## config.mk

```make
export PLATFORM = sky130hd
export DESIGN_NAME = afcl_loops
export DESIGN_NICKNAME = d
export VERILOG_FILES = /design/src/rtl/afcl_pkg.sv /design/src/rtl/afcl_loops.sv
export VERILOG_INCLUDE_DIRS = /design/src /design/src/rtl
export SDC_FILE = /design/constraint.sdc
export NUM_CORES = 1
export LEC_CHECK = 0
export BUFFER_PORTS_ARGS = -buffer_cell sky130_fd_sc_hd__buf_2
export CAP_MARGIN = 20
export CORE_MARGIN = 5
export CORE_UTILIZATION = 50
export CTS_BUF_LIST = sky130_fd_sc_hd__clkbuf_16
export CTS_CLUSTER_SIZE = 30
export DETAILED_ROUTE_END_ITERATION = 7
export PLACE_DENSITY = 0.73
export SYNTH_ARGS = -nofsm -noshare
export SYNTH_HDL_FRONTEND = slang
export SYNTH_SLANG_ARGS = --single-unit
```

## constraint.sdc

```tcl
create_clock -name sys_clk_in -period 18.83 [get_ports sys_clk_in]
set_input_delay 3.766 -clock sys_clk_in [delete_from_list [all_inputs] [get_ports sys_clk_in]]
set_output_delay 3.766 -clock sys_clk_in [all_outputs]
set_load 0.02 [all_outputs]
```

## src/rtl/afcl_cfg.svh

```systemverilog
`ifndef AFCL_CFG_SVH
`define AFCL_CFG_SVH
// widths
`define AFCL_DISC_W 12
`define AFCL_ACC_W 24
`define AFCL_OFS_W 10
`define AFCL_FRAC_W 22
`define AFCL_RSSI_W 10
`define AFCL_LVL_W 12
// frequency scale: hz per readout step, and pll units per step
`define AFCL_HZ_PER_STEP 2680
`define AFCL_PLL_PER_STEP 8
// rssi correction: slope is unsigned q4.4, offset signed
`define AFCL_SLOPE_ONE 8'h0010
// threshold defaults in 0.1 db steps
`define AFCL_THR_BASE_DEF 12'h027F
`define AFCL_THR_LOW_DEF 12'h0080
`define AFCL_THR_HIGH_DEF 12'h0100
`define AFCL_HYS_DEF 12'h00D5
// adc sample rate and system clock
`define AFCL_ADC_RATE_HZ 274000
`define AFCL_SYS_CLK_HZ 100000000
`define AFCL_ADC_DIV (`AFCL_SYS_CLK_HZ / `AFCL_ADC_RATE_HZ)
`define AFCL_DIV_W 9
`define AFCL_TIME_W 16
`endif

```

## src/rtl/afcl_pkg.sv

```systemverilog
package afcl_pkg;
   // loop activity option
   typedef enum logic [1:0] {
      AFCL_ALWAYS,
      AFCL_START_AT_SID,
      AFCL_FREEZE_AT_SID,
      AFCL_OFF
   } afcl_mode_t;
   // timing of one loop
   typedef struct packed {
      afcl_mode_t mode;
      logic [15:0] window;
   } afcl_timing_t;
   // gain loop thresholds
   typedef struct packed {
      logic [11:0] base;
      logic [11:0] low;
      logic [11:0] high;
      logic [11:0] hys;
   } afcl_thresh_t;
endpackage

```

## src/rtl/afcl_loops.sv

```systemverilog
// What this block does
// - frequency error is dc level of parallel demod path without pre lowpass
// - estimate acquired during preamble, then held for rest of datagram
// - frequency loop is always active, off, or timed around signal identification
// - timed loop starts at identification, or freezes one window after it; correction held afterwards
// - in ask the frequency loop updates only while ask data is high
// - frequency offset is clamped to a programmable magnitude limit
// - bandwidth set by first gain, damping by second gain
// - loop output readable signed at 2.68 khz per step, clamped
// - first if buffer attenuation set by a 4 bit manual code
// - gain loop selects one of three second if gain steps
// - rssi corrected by programmable offset and slope before gain control
// - corrected rssi enters peak memory integrator with attack and decay coeffs
// - integrator output feeds two hysteretic comparators, low and high
// - one hysteresis value sets release threshold of both comparators
// - comparator states drive analog gain and digital gain correction
// - integrator difference signal indexes the delog table
// - thresholds are in db above a programmable base, with defaults
// - gain returns to maximum hysteresis below the lower threshold
// - peak memory integrator runs at the 274 khz adc rate
// - gain loop start and freeze timing set in its own fields
// - pll modulator word is 22 bits with lsb forced high
// - frequency unit turns demod offset into divider correction
`timescale 1ns/10ps
`default_nettype none
`include "afcl_cfg.svh"
module afcl_loops
   import afcl_pkg::*;
(
   // clock and reset
   input wire logic sys_clk_in,
   input wire logic arst_n_in,
   // demodulator side
   input wire logic signed [`AFCL_DISC_W-1:0] afc_disc_in,
   input wire logic disc_valid_in,
   input wire logic ask_mode_in,
   input wire logic ask_data_pin_in,
   input wire logic sig_ident_in,
   input wire logic [`AFCL_RSSI_W-1:0] rssi_raw_in,
   // frequency loop configuration
   input wire logic [3:0] freq_loop_bw_gain_in,
   input wire logic [3:0] freq_loop_damp_gain_in,
   input wire logic [`AFCL_OFS_W-2:0] freq_offset_clamp_in,
   input wire afcl_timing_t afc_timing_in,
   input wire logic [`AFCL_FRAC_W-1:0] pll_frac_nominal_in,
   // gain loop configuration
   input wire logic [3:0] if_attenuation_code_in,
   input wire logic signed [7:0] rssi_offset_corr_in,
   input wire logic [7:0] rssi_slope_corr_in,
   input wire logic [3:0] attack_coeff_in,
   input wire logic [3:0] decay_coeff_in,
   input wire afcl_thresh_t gain_thresh_in,
   input wire logic [`AFCL_LVL_W-1:0] digital_gain_corr_in,
   input wire afcl_timing_t agc_timing_in,
   // outputs
   output logic signed [`AFCL_OFS_W-1:0] freq_offset_readout_out,
   output logic [`AFCL_FRAC_W-1:0] pll_frac_out,
   output logic [3:0] first_if_buffer_out,
   output logic [1:0] if_gain_step_out,
   output logic [`AFCL_LVL_W-1:0] rssi_digital_out,
   output logic signed [`AFCL_LVL_W:0] delog_index_out,
   output logic afc_active_out,
   output logic agc_active_out
);
   // pin synchronisers for data and identification event
   logic [1:0] ask_sync_r;
   logic [1:0] sid_sync_r;
   logic sid_prev_r;
   always_ff @(posedge sys_clk_in or negedge arst_n_in) begin
      if (!arst_n_in) begin
         ask_sync_r <= 2'h0;
         sid_sync_r <= 2'h0;
         sid_prev_r <= 1'b0;
      end else begin
         ask_sync_r <= {ask_sync_r[0], ask_data_pin_in};
         sid_sync_r <= {sid_sync_r[0], sig_ident_in};
         sid_prev_r <= sid_sync_r[1];
      end
   end
   wire logic sid_pulse = sid_sync_r[1] & ~sid_prev_r;
   wire logic ask_high = ask_sync_r[1];

   // activity window timers, one per loop
   logic [`AFCL_TIME_W-1:0] afc_cnt_r;
   logic afc_run_r;
   always_ff @(posedge sys_clk_in or negedge arst_n_in) begin
      if (!arst_n_in) begin
         afc_cnt_r <= '0;
         afc_run_r <= 1'b0;
      end else if (sid_pulse) begin
         afc_cnt_r <= afc_timing_in.window;
         afc_run_r <= (afc_timing_in.mode == AFCL_START_AT_SID);
      end else if (afc_cnt_r != '0) begin
         afc_cnt_r <= afc_cnt_r - 1'b1;
      end else begin
         afc_run_r <= 1'b0;
      end
   end
   logic [`AFCL_TIME_W-1:0] agc_cnt_r;
   logic agc_run_r;
   always_ff @(posedge sys_clk_in or negedge arst_n_in) begin
      if (!arst_n_in) begin
         agc_cnt_r <= '0;
         agc_run_r <= 1'b0;
      end else if (sid_pulse) begin
         agc_cnt_r <= agc_timing_in.window;
         agc_run_r <= (agc_timing_in.mode == AFCL_START_AT_SID);
      end else if (agc_cnt_r != '0) begin
         agc_cnt_r <= agc_cnt_r - 1'b1;
      end else begin
         agc_run_r <= 1'b0;
      end
   end
   // freeze mode: active until identification, then for window more cycles
   logic afc_frz_done_r;
   logic agc_frz_done_r;
   always_ff @(posedge sys_clk_in or negedge arst_n_in) begin
      if (!arst_n_in) begin
         afc_frz_done_r <= 1'b0;
         agc_frz_done_r <= 1'b0;
      end else begin
         if (sid_pulse) begin
            afc_frz_done_r <= 1'b1;
            agc_frz_done_r <= 1'b1;
         end
      end
   end
   // activity decode
   always_comb begin
      unique case (afc_timing_in.mode)
         AFCL_ALWAYS: afc_active_out = 1'b1;
         AFCL_START_AT_SID: afc_active_out = afc_run_r;
         AFCL_FREEZE_AT_SID: afc_active_out = !afc_frz_done_r || (afc_cnt_r != '0);
         AFCL_OFF: afc_active_out = 1'b0;
      endcase
      unique case (agc_timing_in.mode)
         AFCL_ALWAYS: agc_active_out = 1'b1;
         AFCL_START_AT_SID: agc_active_out = agc_run_r;
         AFCL_FREEZE_AT_SID: agc_active_out = !agc_frz_done_r || (agc_cnt_r != '0);
         AFCL_OFF: agc_active_out = 1'b0;
      endcase
   end

   // frequency loop filter: integrator then pi stage
   logic signed [`AFCL_ACC_W-1:0] int1_r;
   logic signed [`AFCL_ACC_W-1:0] int2_r;
   logic signed [`AFCL_ACC_W-1:0] int1_nxt;
   logic signed [`AFCL_ACC_W-1:0] int2_nxt;
   logic signed [`AFCL_ACC_W-1:0] pi_sum;
   logic signed [`AFCL_ACC_W-1:0] lim;
   wire logic afc_upd = afc_active_out && disc_valid_in && (!ask_mode_in || ask_high);
   always_comb begin
      lim = `AFCL_ACC_W'(freq_offset_clamp_in) <<< 8;
      // first gain integrates the demod dc error
      int1_nxt = int1_r + (`AFCL_ACC_W'(afc_disc_in) >>> freq_loop_bw_gain_in);
      // bound the first integrator so a lasting error cannot wrap it
      if (int1_nxt > lim) begin
         int1_nxt = lim;
      end else if (int1_nxt < -lim) begin
         int1_nxt = -lim;
      end
      // second gain forms the integral branch of the pi stage
      int2_nxt = int2_r + (int1_nxt >>> freq_loop_damp_gain_in);
      if (int2_nxt > lim) begin
         int2_nxt = lim;
      end else if (int2_nxt < -lim) begin
         int2_nxt = -lim;
      end
      pi_sum = int2_nxt + int1_nxt;
      if (pi_sum > lim) begin
         pi_sum = lim;
      end else if (pi_sum < -lim) begin
         pi_sum = -lim;
      end
   end
   logic signed [`AFCL_ACC_W-1:0] out_acc_r;
   always_ff @(posedge sys_clk_in or negedge arst_n_in) begin
      if (!arst_n_in) begin
         int1_r <= '0;
         int2_r <= '0;
         out_acc_r <= '0;
      end else if (afc_upd) begin
         int1_r <= int1_nxt;
         int2_r <= int2_nxt;
         out_acc_r <= pi_sum; // held when inactive
      end
   end
   // readout and pll word
   logic signed [`AFCL_FRAC_W-1:0] frac_sum;
   always_comb begin
      frac_sum = $signed(pll_frac_nominal_in)
         + `AFCL_FRAC_W'($signed(out_acc_r[`AFCL_ACC_W-1:8]) * `AFCL_PLL_PER_STEP);
   end
   always_ff @(posedge sys_clk_in or negedge arst_n_in) begin
      if (!arst_n_in) begin
         freq_offset_readout_out <= '0;
         pll_frac_out <= `AFCL_FRAC_W'(1);
      end else begin
         freq_offset_readout_out <= out_acc_r[`AFCL_OFS_W+7:8];
         pll_frac_out <= {frac_sum[`AFCL_FRAC_W-1:1], 1'b1};
      end
   end

   // first if buffer manual code
   always_ff @(posedge sys_clk_in or negedge arst_n_in) begin
      if (!arst_n_in) begin
         first_if_buffer_out <= 4'h0;
      end else begin
         first_if_buffer_out <= if_attenuation_code_in;
      end
   end

   // adc rate strobe
   logic [`AFCL_DIV_W-1:0] adc_div_r;
   wire logic adc_tick = (adc_div_r == `AFCL_DIV_W'(`AFCL_ADC_DIV - 1));
   always_ff @(posedge sys_clk_in or negedge arst_n_in) begin
      if (!arst_n_in) begin
         adc_div_r <= '0;
      end else begin
         adc_div_r <= adc_tick ? '0 : adc_div_r + 1'b1;
      end
   end

   // rssi correction: offset then slope, plus digital gain correction
   logic [1:0] cmp_r;
   logic signed [`AFCL_LVL_W+9:0] corr;
   logic [`AFCL_LVL_W-1:0] rssi_corr;
   always_comb begin
      corr = (($signed({1'b0, rssi_raw_in}) + rssi_offset_corr_in)
         * $signed({1'b0, rssi_slope_corr_in})) >>> 4;
      if (cmp_r != 2'h0) begin
         corr = corr + $signed({1'b0, digital_gain_corr_in});
      end
      if (corr < 0) begin
         rssi_corr = '0;
      end else if (corr > $signed({1'b0, {`AFCL_LVL_W{1'b1}}})) begin
         rssi_corr = '1;
      end else begin
         rssi_corr = corr[`AFCL_LVL_W-1:0];
      end
   end

   // peak memory integrator
   logic [`AFCL_LVL_W+7:0] pmi_r;
   logic signed [`AFCL_LVL_W:0] diff;
   logic [3:0] shift;
   always_comb begin
      diff = $signed({1'b0, rssi_corr}) - $signed({1'b0, pmi_r[`AFCL_LVL_W+7:8]});
      shift = (diff > 0) ? attack_coeff_in : 4'(attack_coeff_in + decay_coeff_in);
   end
   logic signed [`AFCL_LVL_W+8:0] step;
   always_comb begin
      step = ($signed({diff, 8'h00})) >>> shift;
   end
   always_ff @(posedge sys_clk_in or negedge arst_n_in) begin
      if (!arst_n_in) begin
         pmi_r <= '0;
         delog_index_out <= '0;
         rssi_digital_out <= '0;
      end else if (adc_tick) begin
         pmi_r <= (`AFCL_LVL_W+8)'($signed({1'b0, pmi_r}) + step);
         delog_index_out <= diff;
         rssi_digital_out <= rssi_corr;
      end
   end

   // hysteretic comparators in db above base
   logic [`AFCL_LVL_W+1:0] t_lo;
   logic [`AFCL_LVL_W+1:0] t_hi;
   logic [`AFCL_LVL_W+1:0] lvl;
   always_comb begin
      lvl = {2'b00, pmi_r[`AFCL_LVL_W+7:8]};
      t_lo = {2'b00, gain_thresh_in.base} + {2'b00, gain_thresh_in.low};
      t_hi = {2'b00, gain_thresh_in.base} + {2'b00, gain_thresh_in.high};
   end
   always_ff @(posedge sys_clk_in or negedge arst_n_in) begin
      if (!arst_n_in) begin
         cmp_r <= 2'h0;
      end else if (adc_tick && agc_active_out) begin
         if (lvl >= t_lo) begin
            cmp_r[0] <= 1'b1;
         end else if (lvl + {2'b00, gain_thresh_in.hys} < t_lo) begin
            cmp_r[0] <= 1'b0;
         end
         if (lvl >= t_hi) begin
            cmp_r[1] <= 1'b1;
         end else if (lvl + {2'b00, gain_thresh_in.hys} < t_hi) begin
            cmp_r[1] <= 1'b0;
         end
      end
   end
   // three gain steps: 0 max, 1 reduced, 2 minimum
   always_comb begin
      if_gain_step_out = cmp_r[1] ? 2'h2 : (cmp_r[0] ? 2'h1 : 2'h0);
   end
endmodule
`default_nettype wire

```

# ---- Yosys cells after proc, flatten, opt, wreduce, memory -nomap -nowiden
# Cells that the tools add are included.
dict set report op_classes {
  add_sub_neg 16
  n_eq_ne 9
  shift 3
  mux 27
  mul 1
  n_lt_le_gt_ge 13
  reduce_logical 19
  bitwise 2
}
# cell count
set op_table {}
lappend op_table {{$mux W24} 6}
lappend op_table {{$add A24 B24 Y24} 3}
lappend op_table {{$gt A24 B18 Y1} 3}
lappend op_table {{$lt A24 B24 Y1} 3}
lappend op_table {{$mux W16} 4}
lappend op_table {{$add A12 B12 Y13} 3}
lappend op_table {{$reduce_bool A16 Y1} 2}
lappend op_table {{$sub A16 B1 Y16 const B} 2}
lappend op_table {{$ge A12 B13 Y1} 2}
lappend op_table {{$mux W12} 2}
lappend op_table {{$neg A17 Y24} 1}
lappend op_table {{$sshr A12 B4 Y24} 1}
lappend op_table {{$sshr A24 B4 Y24} 1}
lappend op_table {{$add A22 B19 Y22} 1}
lappend op_table {{$gt A22 B13 Y1 const B} 1}
lappend op_table {{$lt A22 B1 Y1 const B} 1}
lappend op_table {{$mux W22} 1}
lappend op_table {{$mul A12 B9 Y21} 1}
lappend op_table {{$sshr A21 B4 Y20} 1}
lappend op_table {{$add A20 B20 Y20} 1}
lappend op_table {{$add A17 B13 Y18} 1}
lappend op_table {{$lt A14 B13 Y1} 1}
lappend op_table {{$gt A13 B1 Y1 const B} 1}
lappend op_table {{$lt A13 B13 Y1} 1}
lappend op_table {{other kinds (21)} 46}
dict set report word_totals {
  in_bits 191
  out_inout_bits 65
  ff_bits 203
  word_cells 110
}

# ---- Longest topological paths before layout
# Gate-level depths: netlist of the first run.
dict set report logic_depth {
  word_depth 14
  ltp_mapped 76
  depth_no_buf 72
}

# ---- Least setup slack after synthesis of the first run
# OpenSTA, ideal clock, no wires.
dict set report synth_path {
  kind {input-to-reg}
  startpoint {input port freq_loop_bw_gain_in[1]}
  endpoint {register out_acc_r[20]}
  path_stages 66
  path_buffers 6
  arrival_ps 17940
  setup_time_ps 95
  required_ps 18735
  path_slack_ps 795
  path_cell_list {buf_1 mux4_2 mux4_2 ha_1 inv_1 fa_1 nand2b_1 a21oi_1 a21oi_1 a221oi_2 o31a_1 o21a_1 nor3_1 nor2_1 ha_1 nand3_1 nor2_1 nand4_1 [30 not listed] nor3_1 or3_1 o211ai_1 and2_1 o31ai_1 nand2_1 o311a_1 nand3_2 inv_2 ha_1 a211oi_1 nand3b_1 o221a_2 clkbuf_1 clkbuf_1 nor2_1 a21oi_1 o31ai_1}
}
dict set report synth_via {
  elab_chain_cells 14
  elab_cells_between_ends 17
  classes_between {add/sub: 3; order compare: 6; shift: 2; mux: 6}
}
# element line_no
set synth_lines {}
lappend synth_lines {{start, declared} afcl_loops.sv:41} ;# input wire logic [3:0] freq_loop_bw_gain_in,
lappend synth_lines {{$sshr A12 B4 Y24 (no source line) (*)} -}
lappend synth_lines {{$add A24 B24 Y24 (*)} afcl_loops.sv:155} ;# int1_nxt = int1_r + (`AFCL_ACC_W'(afc_disc_in) >>> freq_loop_bw_gain_in);
lappend synth_lines {{$lt A24 B24 Y1} afcl_loops.sv:159} ;# end else if (int1_nxt < -lim) begin
lappend synth_lines {{$mux W24} afcl_loops.sv:159}
lappend synth_lines {{$mux W24 (*)} afcl_loops.sv:157} ;# if (int1_nxt > lim) begin
lappend synth_lines {{net int1_nxt[16]} afcl_loops.sv:147} ;# logic signed [`AFCL_ACC_W-1:0] int1_nxt;
lappend synth_lines {{$sshr A24 B4 Y24 (*)} afcl_loops.sv:163} ;# int2_nxt = int2_r + (int1_nxt >>> freq_loop_damp_gain_in);
lappend synth_lines {{$add A24 B24 Y24 (*)} afcl_loops.sv:163}
lappend synth_lines {{$lt A24 B24 Y1} afcl_loops.sv:166} ;# end else if (int2_nxt < -lim) begin
lappend synth_lines {{$mux W24} afcl_loops.sv:166}
lappend synth_lines {{$mux W24 (*)} afcl_loops.sv:164} ;# if (int2_nxt > lim) begin
lappend synth_lines {{net int2_nxt[5]} afcl_loops.sv:148} ;# logic signed [`AFCL_ACC_W-1:0] int2_nxt;
lappend synth_lines {{$add A24 B24 Y24 (*)} afcl_loops.sv:169} ;# pi_sum = int2_nxt + int1_nxt;
lappend synth_lines {{$lt A24 B24 Y1} afcl_loops.sv:172} ;# end else if (pi_sum < -lim) begin
lappend synth_lines {{$mux W24} afcl_loops.sv:172}
lappend synth_lines {{$mux W24 (*)} afcl_loops.sv:170} ;# if (pi_sum > lim) begin
lappend synth_lines {{end signal, assigned} afcl_loops.sv:185} ;# out_acc_r <= pi_sum;
lappend synth_lines {{end, declared} afcl_loops.sv:176} ;# logic signed [`AFCL_ACC_W-1:0] out_acc_r;
# The timed path passes the listed nets; every way through them passes the cells marked *.
# A chain may end at the register's enable or synchronous reset.

# ---- Worst setup path after layout of the first run
dict set report layout_path {
  startpoint {input port freq_loop_bw_gain_in[0]}
  endpoint {register out_acc_r[23]}
}
# The elaborated chain is that of the path after synthesis.

==> results of run 1 <==
## cells by family after synthesis
family | count (synthesis)
compound gates | 817
other cells | 1
xor+xnor | 187
simple gates | 964
mux | 122
buf+inv | 357
fa+ha+maj | 436
flops | 195
## registers in the layout, indices dropped and copies added (netlist names), 12 cells and up
name / cells
pmi_r: 20
delog_index_out: 13
out_acc_r: 16
pll_frac_out: 21
int1_r: 24
afc_cnt_r: 16
rssi_digital_out: 12
agc_cnt_r: 16
int2_r: 24
## stage by stage
stage	utilization	hold slack, ns	setup TNS (ns)	setup WS [ns]
2_1_floorplan	-	0.331	0	0.795
3_3_place_gp	0.584	0.333	-0.00844	-0.00844
3_5_place_dp	0.584	0.336	-0.115	-0.0667
4_1_cts	0.595	0.352	0	0.436
5_1_grt	0.599	0.372	-0.0457	-0.0457
6_report	0.599	0.350	0	0.819
## placed cells by master (no fill, tap or decap), types with 43 or more instances in the layout
master   synthesis  final
mux2i_1         70     66
inv_1          260    261
o21ai_0        180    174
o21a_1          54     54
a21o_1          82     82
nor3_1          71     69
nor2_1         244    241
fa_1            90     90
buf_4            3    280
and2_1          59     59
ha_1           346    346
xor2_1          57     53
buf_2            4    252
a21oi_1        218    212
dfrtp_1        195    195
nor2b_1         44     43
xnor2_1        130    130
nand2_1        343    342
## layer usage
metal	wire length [microns]	up-vias	track usage
li1	-	11800	-
met1	30500	11100	0.318
met2	33400	544	0.422
met3	3220	107	0.0335
met4	2080	0	0.0888
met5	0	-	0
## cell type report
type | count | area share
diodes | 1 | 0.0000833
clock buffers | 17 | 0.0142
clock inverters | 15 | 0.00471
inverters | 264 | 0.0335
multi-input cells | 2527 | 0.642
flip-flops and latches | 195 | 0.162
well taps | 672 | 0.0280
repair buffers | 537 | 0.115
## repair_timing
action	CTS	global route
resized for setup	0	38
setup buffers	0	2
endpoints found under the setup margin	0	26
## path summary, 6_finish.rpt
kind                       slack (ns)                    start                   endpoint
hold reg to reg                  0.35  sid_sync_r[0]$_DFF_PN0_    sid_sync_r[1]$_DFF_PN0_
max in group asynchronous       14.23                arst_n_in      int1_r[5]$_DFFE_PN0P_
min in group asynchronous        3.24                arst_n_in  afc_cnt_r[13]$_DFFE_PN0P_
setup / recovery                 0.82  freq_loop_bw_gain_in[0]  out_acc_r[23]$_DFFE_PN0P_
setup reg to reg                 4.68    int1_r[0]$_DFFE_PN0P_  out_acc_r[23]$_DFFE_PN0P_
hold / removal                   0.35  sid_sync_r[0]$_DFF_PN0_    sid_sync_r[1]$_DFF_PN0_
==> flow_summary.json, run 1 <==
{
  "start_kind": "input pin",
  "synth-compound-area-share": 0.210,
  "drive_above_1_share": 0.195,
  "worstPathRequired_ns": 19.27,
  "synth_top_area_frac": 0.192,
  "grt_overflow": 0,
  "detail-route-antenna-nets": 0,
  "period_minus_slack_ns": 18.01,
  "area.growth.synth_to_final_pct": 18.3,
  "clkTransAtPathRegs_ns": 0.08,
  "cts_max_level": 4,
  "path_class": "input pin to flip-flop",
  "ys_types": 106,
  "grt_use_total": 0.246,
  "critPathMaxFanout": 9,
  "core-area_sq_um": 50200,
  "ios": 256,
  "design_area_sq_um": 30000,
  "nFillCells": 4542,
  "first_pass_iters": 6,
  "post-synth-top-count-cell": "ha_1",
  "synth_fa_ha_area_frac": 0.241,
  "hold_viol": 0,
  "crit_cells": 73,
  "cap_violations": 0,
  "rr_worst_depth": 66,
  "max_stage_delay_ns": 0.59,
  "hold_class": "flip-flop to flip-flop",
  "critPathSlowestCell": "or4b_2",
  "hold_path_depth": 0,
  "routedWlPerCell_microns": 16.4,
  "cts_hold_buf": 0,
  "ys_seq_area_frac": 0.192,
  "synth_cells": 3079,
  "syn_avg_cell_area_sq_um": 8.25,
  "ys_warn_count": 0,
  "finalSetupViolCount": 0,
  "multiInputGateArea_sq_um": 19300,
  "fin_skew_ns": 0.0125,
  "hpwlAfterDp_mm": 56.6,
  "start_util": 0.506,
  "drc": 0,
  "vias": 23500,
  "critPathBufInv": 10,
  "clk_latency_ns": 0.51,
  "status": "completed",
  "synth_top_family_by_area": "adder cells",
  "slew_headroom": 0.282,
  "rows": 82,
  "final_cells": 4228,
  "placed_cell_area_sq_um": 29300,
  "dieHeight_microns": 235,
  "synth_edf_count": 0,
  "max_freq_mhz": 55.5,
  "end_kind": "flip-flop",
  "clock_sinks": 195,
  "grt_pass1_wl_mm": 113,
  "synth_top_cells_by_count": "ha_1, nand2_1, inv_1",
  "cts_made_buffers": 17,
  "drt_iter0_drc": 1454,
  "cts_tree": "done",
  "cts-root-buf": "clkbuf_16",
  "synth_area_sq_um": 25400,
  "ys_top_cells_by_area": "dfrtp_1, ha_1, fa_1",
  "async_flop_share": 1.00,
  "chipWidth_microns": 235,
  "antenna_found_initial": 1,
  "die_area_sq_um": 55400,
  "yosys.area_share.xor_xnor": 0.0645,
  "maxSlewViolCount": 0,
  "worstMarginPinSlew_ns": 1.08,
  "grt_pass1_vias": 23100,
  "fin_nets": 4169,
  "place_inst": 4192,
  "post-route-period-util": 0.957,
  "wirelength_mm": 69.3,
  "critPathTopFamily": "compound AO/OA/AOI/OAI gates",
  "syn_nets": 3706,
  "ys_seq_elements": 195,
  "final-seq-area_sq_um": 4880,
  "synth-simple-area-share": 0.178,
  "synthFlopType": "dfrtp_1",
  "yosys-mux-area-fraction": 0.0582,
  "io_buffers": 253,
  "cts_buffer_depth": 2,
  "grt_max_degree": 77,
  "viasPerCell": 5.57,
  "crit_arrival_ns": 18.45,
  "routabilityCongestion": 0.972,
  "yosysTopAreaCell": "dfrtp_1"
}
Power of run 1 is left out: the tool's default activity adds up to more than one toggle a clock period on the data nets, which glitch-free logic cannot reach.
==> inputs of run 2 (changes only) <==
--- a/config.mk
+++ b/config.mk
@@ -6,6 +6,7 @@
 export SDC_FILE = /design/constraint.sdc
 export NUM_CORES = 1
 export LEC_CHECK = 0
+export ABC_AREA = 1
 export BUFFER_PORTS_ARGS = -buffer_cell sky130_fd_sc_hd__buf_2
 export CAP_MARGIN = 20
 export CORE_MARGIN = 5
@@ -14,6 +15,7 @@
 export CTS_CLUSTER_SIZE = 30
 export DETAILED_ROUTE_END_ITERATION = 7
 export PLACE_DENSITY = 0.73
+export SKIP_CTS_REPAIR_TIMING = 1
 export SYNTH_ARGS = -nofsm -noshare
 export SYNTH_HDL_FRONTEND = slang
 export SYNTH_SLANG_ARGS = --single-unit
==> run 2 against run 1 <==
Against the previous run:
- synthesized area is 3.1% higher
- routed wire length is 6.3% higher
- count of clock-buffer cells in the layout stayed put
- core utilization is 4.1 points lower
- critical path type unchanged
- critical endpoint is now pmi_r[18]$_DFFE_PN0N_
- largest cell class unchanged
- highest routed layer is now met5
==> flow_summary.json, run 2 <==
{
  "drive_above_1_share": 0.0935,
  "synth_area_sq_um": 26200,
  "start_kind": "input pin",
  "hold_viol": 0,
  "die_area_sq_um": 57000,
  "grt_overflow": 0,
  "drt_iter0_drc": 1883,
  "cts-root-buf": "clkbuf_16",
  "slew_headroom": 0.350,
  "core-area_sq_um": 51600,
  "path_class": "input pin to flip-flop",
  "hold_path_depth": 0,
  "ys_warn_count": 0,
  "critPathBufInv": 13,
  "critPathTopFamily": "simple AND/OR/NAND/NOR gates",
  "fin_nets": 4722,
  "ys_types": 63,
  "status": "completed",
  "rows": 83,
  "rsz0062_at_grt": "false",
  "area.growth.synth_to_final_pct": 9.91,
  "vias": 25500,
  "viasPerCell": 5.33,
  "period_minus_slack_ns": 17.57,
  "drc": 0,
  "fin_skew_ns": 0.0250,
  "routabilityCongestion": 0.951,
  "clkTransAtPathRegs_ns": 0.08,
  "syn_avg_cell_area_sq_um": 6.75,
  "reg.largest.list": "int1_r (24), int2_r (24), pll_frac_out (21)",
  "critPathMostFrequentCell": "nand2_1",
  "rr_worst_depth": 77,
  "max_stage_delay_ns": 0.53,
  "critPathSlowestCell": "fa_1",
  "synth_edf_count": 0,
  "grt_pass1_vias": 24000,
  "io_buffers": 253,
  "syn_nets": 4505,
  "routedWlPerCell_microns": 15.4,
  "grt_max_degree": 124,
  "min_to": "ask_sync_r[1]$_DFF_PN0_",
  "first_pass_iters": 5,
  "post-synth-top-count-cell": "nand2_1",
  "synth_top_area_frac": 0.186,
  "start_util": 0.507,
  "clock_sinks": 195,
  "crit_arrival_ns": 17.99,
  "ys_seq_area_frac": 0.186,
  "ys_seq_elements": 195,
  "ios": 256,
  "antenna_found_initial": 3,
  "clk_latency_ns": 0.52,
  "async_flop_share": 1.00,
  "cts_made_buffers": 17,
  "rr_endpoint": "out_acc_r[10]$_DFFE_PN0P_",
  "grt_pass1_wl_mm": 120,
  "synth_top_cells_by_count": "nand2_1, inv_1, ha_1",
  "r2r_setup_slack_ns": 5.29,
  "finalSetupViolCount": 0,
  "r2r-start": "int1_r[7]$_DFFE_PN0P_",
  "worstPathRequired_ns": 19.25,
  "cts_tree": "done",
  "grt_use_total": 0.257,
  "dieHeight_microns": 239,
  "chipWidth_microns": 239,
  "synth_cells": 3878,
  "tns_ns": 0,
  "hp-start": "ask_sync_r[0]$_DFF_PN0_",
  "critPathMaxFanout": 16,
  "ys_top_cells_by_area": "dfrtp_1, ha_1, nand2_1",
  "worstMarginPinSlew_ns": 0.975,
  "end_kind": "flip-flop",
  "cts_buffer_depth": 2,
  "yosysTopAreaCell": "dfrtp_1",
  "max_freq_mhz": 56.9,
  "cap_violations": 0,
  "final_common_cell": "nand2_1",
  "post-route-period-util": 0.933,
  "maxSlewViolCount": 0,
  "cts_max_level": 4,
  "hpwlAfterDp_mm": 61.3,
  "wirelength_mm": 73.7,
  "synthFlopType": "dfrtp_1",
  "hold_class": "flip-flop to flip-flop",
  "final_cell_mix": "nand2_1, inv_1, ha_1",
  "detail-route-antenna-nets": 0
}
run 2: cell families (layout without fill, tap and decap cells):
family | Yosys count | in the layout | synth area share
mux | 8 | 8 | 0.00306
flops | 195 | 195 | 0.186
other cells | 1 | 3 | 0.000143
buf+inv | 691 | 921 | 0.102
fa+ha+maj | 436 | 436 | 0.234
simple gates | 1687 | 1687 | 0.271
xor+xnor | 166 | 166 | 0.0555
compound gates | 694 | 694 | 0.147
run 2: worst max-delay path by stage:
| stage | slack [ns] | to | from | cells past startpoint |
|---|---|---|---|---|
| 2_1_floorplan | 3.13 | pmi_r[18]$_DFFE_PN0N_ | rssi_raw_in[0] | 82 |
| 3_3_place_gp | 0.77 | pmi_r[18]$_DFFE_PN0N_ | rssi_raw_in[0] | 84 |
| 3_5_place_dp | 0.61 | pmi_r[18]$_DFFE_PN0N_ | rssi_raw_in[0] | 83 |
| 4_1_cts | 1.12 | pmi_r[18]$_DFFE_PN0N_ | rssi_raw_in[0] | 83 |
| 5_1_grt | 0.007 | pmi_r[18]$_DFFE_PN0N_ | rssi_raw_in[0] | 84 |
| 6_report | 1.26 | pmi_r[18]$_DFFE_PN0N_ | rssi_raw_in[0] | 84 |
run 2: per-layer routing:
layer,track usage,vias up,routed length (microns)
li1,-,13100,-
met4,0.0701,6,1720
met2,0.424,776,33400
met1,0.349,11600,33200
met5,0,-,34
met3,0.0435,106,5340
run 2: area by class of cell:
cell class | instances | area (sq um)
Antenna cell | 2 | 5.00
Multi-Input combinational cell | 2992 | 18700
Timing Repair Buffer | 270 | 1410
Sequential cell | 195 | 4880
Fill cell | 5118 | 22800
Tap cell | 680 | 851
Clock buffer | 17 | 425
Clock inverter | 15 | 223
Inverter | 619 | 2330
run 2: through the flow:
stage	area (sq um)	cells	hold slack, ns	util	setup slack [ns]
final	28800	4790	0.360	0.557	1.26
after global routing	28800	4788	0.372	0.557	0.00690
after detailed placement	28000	4750	0.345	0.543	0.609
after CTS	28700	4782	0.365	0.556	1.12
after global placement	28000	4750	0.334	0.543	0.769
after floorplan	26200	3878	0.331	-	3.13
run 2: worst reg2reg max path, delay by kind of cell, from the launching register on:
kind                       cells  cell delay [ns]
buffers and inverters         11             1.03
AOI/OAI and AO/OA              7             1.50
DFF                            1             0.42
and+or+nand+nor               51             7.80
xor gates and xnor gates       1             0.17
adders and majority gates      7             2.51
Power of run 2 is left out for the same reason.
